[src/rtl/urx_defs.svh]
// Functional notes
// - Select 00 or 01: interrupt on every word moved into the FIFO.
// - Select 10: interrupt when a transfer leaves exactly three words.
// - Select 11: interrupt when a transfer fills the FIFO with four words.
// - FIFO holds four words; a fifth finished word is not stored and sets overrun.
// - Data available bit 0 is 1 while the FIFO holds a word.
// - Reading an empty holding register returns old value, no shift.
// - Each holding read pops; error flags follow the new top word.
// - Device reset empties the FIFO; sleep entry or wake keeps it.
// - Receive interrupt is a one-cycle pulse, not a level.
// - Overrun bit 1 set when FIFO full and a finished word arrives.
// - While overrun is set nothing shifts in; software clears it.
// - Framing bit 2 set on a zero stop sample; both stops checked.
// - Framing flag is read-only, stored per word, cleared on reset.
// - Parity bit 3 set on bad parity in odd/even mode, stored per word.
// - Idle bit 4 is 0 from start detection until stop completion.
// - Long break completes a frame of zeros with framing error set.
// - After a break, wait for a high line before seeking a start.
// - Address detect in 9-bit mode interrupts on every ninth-bit-one word.
// - Loopback feeds the transmit line to the receiver, pin ignored.
// - Bit rate is clock over sixteen times divisor plus one.
// - Sleep aborts reception, drives transmit pin high, keeps registers.
// - Wake enabled and module on: falling pin edge in sleep interrupts.
// - Disable empties FIFO, clears flags, sets idle, keeps select bits.
`ifndef URX_DEFS_SVH
`define URX_DEFS_SVH
`define URX_OFS_MODE    3'h0
`define URX_OFS_STATUS  3'h1
`define URX_OFS_RXREG   3'h2
`define URX_OFS_BAUD    3'h3
`define URX_MODE_EN     15
`define URX_MODE_WAKE   7
`define URX_MODE_LOOP   6
`define URX_MODE_PDS    1
`define URX_MODE_STOP   0
`define URX_MODE_MASK   16'h80C7
`define URX_MODE_RST    16'h0000
`define URX_BAUD_RST    16'h0000
`define URX_ISEL_RST    2'h0
`define URX_STA_ISEL    6
`define URX_STA_ADDR    5
`define URX_STA_IDLE    4
`define URX_STA_PARITY_ERR_FLAG    3
`define URX_STA_FRAMING_ERR_FLAG    2
`define URX_STA_RX_OVERRUN_FLAG    1
`define URX_STA_AVAIL   0
`define URX_PDS_EVEN    2'h1
`define URX_PDS_ODD     2'h2
`define URX_PDS_NINE    2'h3
`define URX_ISEL_3      2'h2
`define URX_ISEL_4      2'h3
`define URX_LVL_3       3'h3
`define URX_LVL_4       3'h4
`define URX_SUB_MID     4'h7
`define URX_LAST_8      4'h7
`define URX_LAST_9      4'h8
`endif

[src/rtl/urx_pkg.sv]
package urx_pkg;
   typedef enum logic [2:0] {
      st_idle,
      st_start,
      st_data,
      st_par,
      st_stop1,
      st_stop2,
      st_brk
   } urx_state_t;
   typedef struct packed {
      logic       framing_err_flag;
      logic       parity_err_flag;
      logic [8:0] data;
   } urx_word_t;
endpackage

[src/rtl/urx_receiver.sv]
`timescale 1ns/10ps
`include "urx_defs.svh"
module urx_receiver #(
   parameter int DEPTH = 4,
   parameter int PW    = $clog2(DEPTH)
) (
   input  wire logic        mclk,
   input  wire logic        rstn,
   input  wire logic [2:0]  addr,
   input  wire logic [15:0] wdata,
   input  wire logic        wr,
   input  wire logic        rd,
   output logic      [15:0] rdata,
   input  wire logic        serial_in_pin,
   input  wire logic        tx_line,
   input  wire logic        sleep_mode,
   output logic             serial_out_pin,
   output logic             rx_irq_flag
);
   localparam logic [PW:0] FULL = (PW+1)'(DEPTH);

   urx_pkg::urx_state_t state;
   urx_pkg::urx_state_t next_state;
   logic [3:0]          sub;
   logic [3:0]          next_sub;
   logic [3:0]          bitn;
   logic [3:0]          next_bitn;
   logic [8:0]          shreg;
   logic [8:0]          next_shreg;
   logic                parity_err_flag_q;
   logic                next_parity_err_flag;
   logic                framing_err_flag_q;
   logic                next_framing_err_flag;
   logic [15:0]         bcnt;
   logic [15:0]         next_bcnt;

   logic [15:0]         mode_q;
   logic [15:0]         next_mode;
   logic [15:0]         baud_q;
   logic [15:0]         next_baud;
   logic [1:0]          isel;
   logic [1:0]          next_isel;
   logic                addr_en;
   logic                next_addr_en;
   logic                rx_overrun_flag;
   logic                next_rx_overrun_flag;
   urx_pkg::urx_word_t  mem      [DEPTH];
   urx_pkg::urx_word_t  next_mem [DEPTH];
   urx_pkg::urx_word_t  hold_q;
   urx_pkg::urx_word_t  next_hold;
   logic [PW-1:0]       rp;
   logic [PW-1:0]       next_rp;
   logic [PW-1:0]       wp;
   logic [PW-1:0]       next_wp;
   logic [PW:0]         cnt;
   logic [PW:0]         next_cnt;
   logic [15:0]         next_rdata;
   logic                next_irq;
   logic                next_out;
   logic                pin_q;

   logic                en;
   logic                run;
   logic                tick;
   logic                mid;
   logic                nine;
   logic                rx_line;
   logic                done;
   urx_pkg::urx_word_t  word;
   urx_pkg::urx_word_t  top;
   logic                pop;
   logic                full;
   logic                push;
   logic                ovf;
   logic                sel_hit;
   logic                adr_mode;
   logic                wake;
   logic                idle;
   logic [15:0]         sta;

   assign en      = mode_q[`URX_MODE_EN];
   assign run     = en && !sleep_mode;
   assign nine    = mode_q[`URX_MODE_PDS +: 2] == `URX_PDS_NINE;
   assign rx_line = mode_q[`URX_MODE_LOOP] ? tx_line : serial_in_pin;
   assign tick    = run && (bcnt == baud_q);
   assign mid     = sub == `URX_SUB_MID;
   assign idle    = (state == urx_pkg::st_idle) || (state == urx_pkg::st_brk);
   assign top     = (cnt != '0) ? mem[rp] : hold_q;

   // Bit timing and frame sequencing
   always_comb begin
      next_state = state;
      next_sub   = sub;
      next_bitn  = bitn;
      next_shreg = shreg;
      next_parity_err_flag  = parity_err_flag_q;
      next_framing_err_flag  = framing_err_flag_q;
      done       = 1'b0;
      next_bcnt  = (!run || tick) ? 16'h0000 : bcnt + 16'h0001;
      word.data  = nine ? shreg : {1'b0, shreg[8:1]};
      word.framing_err_flag  = framing_err_flag_q || !rx_line;
      word.parity_err_flag  = parity_err_flag_q;
      if (!run) begin
         next_state = urx_pkg::st_idle;
         next_sub   = 4'h0;
      end else if (tick) begin
         next_sub = sub + 4'h1;
         case (state)
            urx_pkg::st_idle: begin
               if (!rx_overrun_flag && !rx_line) begin
                  next_state = urx_pkg::st_start;
                  next_sub   = 4'h0;
                  next_bitn  = 4'h0;
                  next_parity_err_flag  = 1'b0;
                  next_framing_err_flag  = 1'b0;
               end
            end
            urx_pkg::st_start: begin
               if (mid) begin
                  next_state = rx_line ? urx_pkg::st_idle : urx_pkg::st_data;
               end
            end
            urx_pkg::st_data: begin
               if (mid) begin
                  next_shreg = {rx_line, shreg[8:1]};
                  next_bitn  = bitn + 4'h1;
                  if (bitn == (nine ? `URX_LAST_9 : `URX_LAST_8)) begin
                     if (!nine && mode_q[`URX_MODE_PDS +: 2] != 2'h0) begin
                        next_state = urx_pkg::st_par;
                     end else begin
                        next_state = urx_pkg::st_stop1;
                     end
                  end
               end
            end
            urx_pkg::st_par: begin
               if (mid) begin
                  if (mode_q[`URX_MODE_PDS +: 2] == `URX_PDS_EVEN) begin
                     next_parity_err_flag = ^{shreg[8:1], rx_line};
                  end else begin
                     next_parity_err_flag = ~^{shreg[8:1], rx_line};
                  end
                  next_state = urx_pkg::st_stop1;
               end
            end
            urx_pkg::st_stop1,
            urx_pkg::st_stop2: begin
               if (mid) begin
                  next_framing_err_flag = word.framing_err_flag;
                  if (state == urx_pkg::st_stop1 && mode_q[`URX_MODE_STOP]) begin
                     next_state = urx_pkg::st_stop2;
                  end else begin
                     done       = 1'b1;
                     next_state = rx_line ? urx_pkg::st_idle : urx_pkg::st_brk;
                  end
               end
            end
            urx_pkg::st_brk: begin
               if (rx_line) begin
                  next_state = urx_pkg::st_idle;
               end
            end
            default: begin
               next_state = urx_pkg::st_idle;
            end
         endcase
      end
   end

   always_ff @(posedge mclk or negedge rstn) begin
      if (!rstn) begin
         state  <= urx_pkg::st_idle;
         sub    <= 4'h0;
         bitn   <= 4'h0;
         shreg  <= 9'h000;
         parity_err_flag_q <= 1'b0;
         framing_err_flag_q <= 1'b0;
         bcnt   <= 16'h0000;
      end else begin
         state  <= next_state;
         sub    <= next_sub;
         bitn   <= next_bitn;
         shreg  <= next_shreg;
         parity_err_flag_q <= next_parity_err_flag;
         framing_err_flag_q <= next_framing_err_flag;
         bcnt   <= next_bcnt;
      end
   end

   // Registers, receive FIFO and interrupt pulse
   always_comb begin
      next_mode    = mode_q;
      next_baud    = baud_q;
      next_isel    = isel;
      next_addr_en = addr_en;
      next_mem     = mem;
      next_hold    = hold_q;
      next_rp      = rp;
      next_wp      = wp;
      next_cnt     = cnt;
      next_rdata   = 16'h0000;
      pop          = rd && (addr == `URX_OFS_RXREG) && (cnt != '0);
      full         = (cnt == FULL) && !pop;
      push         = done && !full;
      ovf          = done && full;
      if (push) begin
         next_mem[wp] = word;
         next_wp      = wp + 1'b1;
      end
      if (pop) begin
         next_hold = mem[rp];
         next_rp   = rp + 1'b1;
      end
      case ({push, pop})
         2'b10:   next_cnt = cnt + 1'b1;
         2'b01:   next_cnt = cnt - 1'b1;
         default: next_cnt = cnt;
      endcase
      // Set wins over a software clear in the same cycle
      next_rx_overrun_flag = ovf || (rx_overrun_flag && !(wr && addr == `URX_OFS_STATUS
                                    && !wdata[`URX_STA_RX_OVERRUN_FLAG]));
      if (wr) begin
         case (addr)
            `URX_OFS_MODE:   next_mode = wdata & `URX_MODE_MASK;
            `URX_OFS_STATUS: begin
               next_isel    = wdata[`URX_STA_ISEL +: 2];
               next_addr_en = wdata[`URX_STA_ADDR];
            end
            `URX_OFS_BAUD:   next_baud = wdata;
            default:         next_baud = baud_q;
         endcase
      end
      if (!en) begin
         next_cnt  = '0;
         next_rp   = '0;
         next_wp   = '0;
         next_rx_overrun_flag = 1'b0;
         next_hold = '0;
      end
      sel_hit  = !isel[1]
               || (isel == `URX_ISEL_3 && next_cnt == (PW+1)'(`URX_LVL_3))
               || (isel == `URX_ISEL_4 && next_cnt == (PW+1)'(`URX_LVL_4));
      adr_mode = addr_en && nine;
      wake     = sleep_mode && en && mode_q[`URX_MODE_WAKE]
               && pin_q && !serial_in_pin;
      next_irq = (push && (adr_mode ? word.data[8] : sel_hit)) || wake;
      next_out = sleep_mode ? 1'b1 : tx_line;
      sta      = 16'h0000;
      sta[`URX_STA_ISEL +: 2] = isel;
      sta[`URX_STA_ADDR]      = addr_en;
      sta[`URX_STA_IDLE]      = idle;
      sta[`URX_STA_PARITY_ERR_FLAG]      = top.parity_err_flag;
      sta[`URX_STA_FRAMING_ERR_FLAG]      = top.framing_err_flag;
      sta[`URX_STA_RX_OVERRUN_FLAG]      = rx_overrun_flag;
      sta[`URX_STA_AVAIL]     = cnt != '0;
      if (rd) begin
         case (addr)
            `URX_OFS_MODE:   next_rdata = mode_q;
            `URX_OFS_STATUS: next_rdata = sta;
            `URX_OFS_RXREG:  next_rdata = {7'h00, top.data};
            `URX_OFS_BAUD:   next_rdata = baud_q;
            default:         next_rdata = 16'h0000;
         endcase
      end
   end

   always_ff @(posedge mclk or negedge rstn) begin
      if (!rstn) begin
         mode_q         <= `URX_MODE_RST;
         baud_q         <= `URX_BAUD_RST;
         isel           <= `URX_ISEL_RST;
         addr_en        <= 1'b0;
         rx_overrun_flag           <= 1'b0;
         for (int i = 0; i < DEPTH; i++) begin
            mem[i] <= '0;
         end
         hold_q         <= '0;
         rp             <= '0;
         wp             <= '0;
         cnt            <= '0;
         rdata          <= 16'h0000;
         rx_irq_flag    <= 1'b0;
         serial_out_pin <= 1'b1;
         pin_q          <= 1'b1;
      end else begin
         mode_q         <= next_mode;
         baud_q         <= next_baud;
         isel           <= next_isel;
         addr_en        <= next_addr_en;
         rx_overrun_flag           <= next_rx_overrun_flag;
         mem            <= next_mem;
         hold_q         <= next_hold;
         rp             <= next_rp;
         wp             <= next_wp;
         cnt            <= next_cnt;
         rdata          <= next_rdata;
         rx_irq_flag    <= next_irq;
         serial_out_pin <= next_out;
         pin_q          <= serial_in_pin;
      end
   end
endmodule

[config.mk]
export PLATFORM = sky130hd
export DESIGN_NAME = urx_receiver
export DESIGN_NICKNAME = d
export VERILOG_FILES = /design/src/rtl/urx_pkg.sv /design/src/rtl/urx_receiver.sv
export VERILOG_INCLUDE_DIRS = /design/src /design/src/rtl
export SDC_FILE = /design/constraint.sdc
export NUM_CORES = 1
export LEC_CHECK = 0
export BUFFER_PORTS_ARGS = -buffer_cell sky130_fd_sc_hd__buf_2
export CAP_MARGIN = 15
export CORE_UTILIZATION = 35
export DETAILED_ROUTE_END_ITERATION = 6
export GPL_ROUTABILITY_DRIVEN = 0
export SLEW_MARGIN = 20
export SYNTH_ARGS = -nofsm -noshare
export SYNTH_HDL_FRONTEND = slang
export SYNTH_SLANG_ARGS = --single-unit
[constraint.sdc]
create_clock -name mclk -period 6.47 [get_ports mclk]
set_input_delay 1.294 -clock mclk [delete_from_list [all_inputs] [get_ports mclk]]
set_output_delay 1.294 -clock mclk [all_outputs]
set_load 0.01 [all_outputs]
==> impl_metrics.env <==
export IMPL_status="finished clean"
export IMPL_cp_cell_sequence="buf_2, nor3b_1, buf_4, nand3_1, inv_1, ha_1, fa_1, mux2i_1, nor2b_1, and3b_1, a211oi_1, o21ai_0"
export IMPL_numCtsBuffers=17
export IMPL_finalHoldViolCount=0
export IMPL_synthAdderAreaFrac=0.0202
export IMPL_vias=4814
export IMPL_hold_path_class="reg2reg"
export IMPL_grt_pass1_vias=4943
export IMPL_hold_buffers=0
export IMPL_pin_count=44
export IMPL_leakagePower_nw=3.78
export IMPL_synth_compound_area_frac=0.0717
export IMPL_yosys_area_share_xor_xnor=0.0524
export IMPL_irDropWorstVdd_mv=0.148
export IMPL_max_freq_ghz=0.248
export IMPL_start_util=0.357
export IMPL_maxUsedRoutingLayer="met4"
export IMPL_ys_flop_type="dfrtp_1"
export IMPL_async_flop_share=1.00
export IMPL_grt_pass1_wl_mm=26.7
export IMPL_yosys_top_cells_area="dfrtp_1, mux2_2, nand2_1, xnor2_1, mux4_2"
export IMPL_switchingPower_mw=0.526
export IMPL_fillers=1936
export IMPL_final_area_sq_mm=0.00822
export IMPL_fin_util=0.408
export IMPL_crit_arrival_ns=4.33
export IMPL_gr_usage_all_layers=0.163
export IMPL_synth_top_cell_area_share=0.497
export IMPL_drive_gt1_frac=0.287
export IMPL_synth_area_sq_mm=0.00719
export IMPL_dieHeight_um=145
export IMPL_drtIter0Drc=333
export IMPL_fin_crit_sh=0.623
export IMPL_grt_ovfl_total=0
export IMPL_dp_hpwl_mm=11.5
export IMPL_dieArea_sq_mm=0.0211
export IMPL_tightest_slew_ns=0.954
export IMPL_cp_top_family="buffers and inverters"
export IMPL_switching_share=0.244
export IMPL_diodes=0
export IMPL_ys_seq_area_frac=0.505
export IMPL_vias_per_cell=5.12
export IMPL_powerDensity_mw_per_mm2=262
export IMPL_tritoncts="yes"
export IMPL_power_internal_mw=1.62
export IMPL_detail_route_wirelength_mm=16.2
export IMPL_post_synth_top_count_cell="dfrtp_1"
export IMPL_firstDrtPassIters=4
export IMPL_numPortBuffers=43
export IMPL_seqPwrFrac=0.467
export IMPL_wl_met3_um=608
export IMPL_crit_path_start_kind="input pin"
export IMPL_max_slew_margin=0.364
export IMPL_synthSimpleGateAreaFrac=0.142
export IMPL_rsz0062_at_grt="no"
export IMPL_wl_met2_mm=8.12
export IMPL_clock_sinks=145
export IMPL_clockPowerShare=0.445
export IMPL_cts_resized_gates=0
export IMPL_synthMuxAreaShare=0.180
export IMPL_fin_setup_tns_ns=0
export IMPL_pwr_share_comb=0.088
export IMPL_skew_ns=0.00977
export IMPL_avgSynthCellArea_sq_um=11.5
export IMPL_cp_buffers_inverters=3
export IMPL_clockBufferDepth=2
export IMPL_synth_area_leader_cell="dfrtp_1"
export IMPL_cpMaxStageDelayCell="inv_1"
export IMPL_synth_top_family_by_area="multiplexers"
export IMPL_finalSetupViolCount=0
export IMPL_synth_commonest_cells="dfrtp_1, mux2_2, nand2_1"
export IMPL_fin_nets=695
export IMPL_syn_inst=623
export IMPL_syn_nets=660
export IMPL_m1WireLength_mm=7.32
export IMPL_drc=0
export IMPL_cp_required_ns=6.77
export IMPL_report_final_slew_viol_count=0
export IMPL_cts_root_buf="clkbuf_16"
export IMPL_fp_row_count=52
export IMPL_worstSkewPairLatency_ns=0.42
export IMPL_synth_warnings=0
export IMPL_critical_path_class="in2reg"
export IMPL_antenna_found_initial=0
export IMPL_ys_seq_elements=145
export IMPL_synth_distinct_cells=61
export IMPL_rrSetupSlack_ns=2.88
export IMPL_core_area_sq_mm=0.0202
export IMPL_cts_setup_buffers=0
export IMPL_max_stage_delay_ns=0.48
export IMPL_place_area_sq_mm=0.00764
export IMPL_ant_nets=0
export IMPL_synth_edf_count=0
export IMPL_path_max_fanout=13
export IMPL_p_total_mw=2.15
export IMPL_wl_per_cell_um=17.3
export IMPL_post_route_min_period_ns=4.03
export IMPL_grt_max_degree=105
export IMPL_cap_violations=0
export IMPL_endpoint_kind="flip-flop"
export IMPL_area_growth_pct=14.3
export IMPL_cts_reportedPaths_clkPinSlew_ns=0.06
export IMPL_htree_levels=4
export IMPL_die_width_um=145
==> cell families (layout without fill, tap and decap cells) <==
family / Yosys count / count (layout)
AND/OR/NAND/NOR: 204 / 204
adder cells (fa/ha/maj): 11 / 11
XOR/XNOR: 43 / 43
buffers and inverters: 47 / 94
flip-flops: 145 / 145
multiplexers: 104 / 104
AO/OA/AOI/OAI: 69 / 69
==> worst register-to-register path, stage by stage (launching register included) <==
cell      delay [ns]
dfrtp_1         0.45
or3_1           0.58
nand3_1         0.47
inv_1           0.34
ha_1            0.34
fa_1            0.38
xnor2_1         0.15
o21a_1          0.19
o2111a_1        0.25
a211oi_1        0.21
o21ai_0         0.11
==> path summary, 6_finish.rpt <==
check / from / end / cells after the start
max: addr[1] / rx_irq_flag$_DFF_PN0_ / 12
min: mem[21]$_DFFE_PN0P_ / mem[21]$_DFFE_PN0P_ / 1
max reg2reg: cnt[0]$_DFF_PN0_ / rx_irq_flag$_DFF_PN0_ / 10
min reg2reg: mem[21]$_DFFE_PN0P_ / mem[21]$_DFFE_PN0P_ / 1
max in group asynchronous: rstn / mem[18]$_DFFE_PN0P_ / 2
min in group asynchronous: rstn / bcnt[14]$_DFF_PN0_ / 1
==> metrics by stage <==
stage	worst slack, ns	hold WS [ns]	std cells
finish	2.44	0.501	940
global route	2.10	0.518	940
CTS	2.48	0.505	940
detailed placement	2.03	0.491	909
global placement	2.18	0.483	909
floorplan	2.76	0.474	623
==> area by class of cell <==
class	count	area (sq um)	area share
clock buffers	23	508	0.0618
clock inverters	8	75.1	0.00913
inverters	16	60.1	0.00731
multi-input cells	431	3360	0.408
flip-flops and latches	145	3630	0.442
well taps	270	338	0.0411
repair buffers	47	251	0.0306
==> flip-flops by register name (all words and copies together) (netlist names) <==
name,flops
cnt,3
baud_q,16
state,3
rx_overrun_flag,1
pin_q,1
bitn,4
isel,2
hold_q,11
addr_en,1
shreg,9
mem,44
rdata,16
framing_err_flag_q,1
parity_err_flag_q,1
sub,4
rx_irq_flag,1
bcnt,16
wp,2
mode_q,6
rp,2
serial_out_pin,1
==> cells in the final DEF, fill, tap and decap left out, types with 11 or more instances in the layout <==
master / n
a21boi_0: 16
buf_2: 42
clkbuf_16: 17
dfrtp_1: 143
inv_1: 16
mux2_2: 88
mux4_2: 11
nand2_1: 81
nand3_1: 19
nand4_1: 15
nor2_1: 32
xnor2_1: 33
==> power groups by stage <==
stage / clock (mW) / sequential [mW] / combinational, mW
3_3_place_gp: 0 / 1.02 / 0.186
5_1_grt: 1.01 / 1.01 / 0.211
4_1_cts: 0.980 / 1.01 / 0.192
2_1_floorplan: 0 / 0.994 / 0.134
3_5_place_dp: 0 / 1.02 / 0.190
6_report: 0.956 / 1.00 / 0.190
==> layer usage <==
layer | track usage | up-vias
met5 | 0 | -
met3 | 0.0310 | 13
met4 | 0.0495 | 0
met1 | 0.220 | 2440
li1 | - | 2266
met2 | 0.265 | 95
Power figures use the tool's default switching activity.
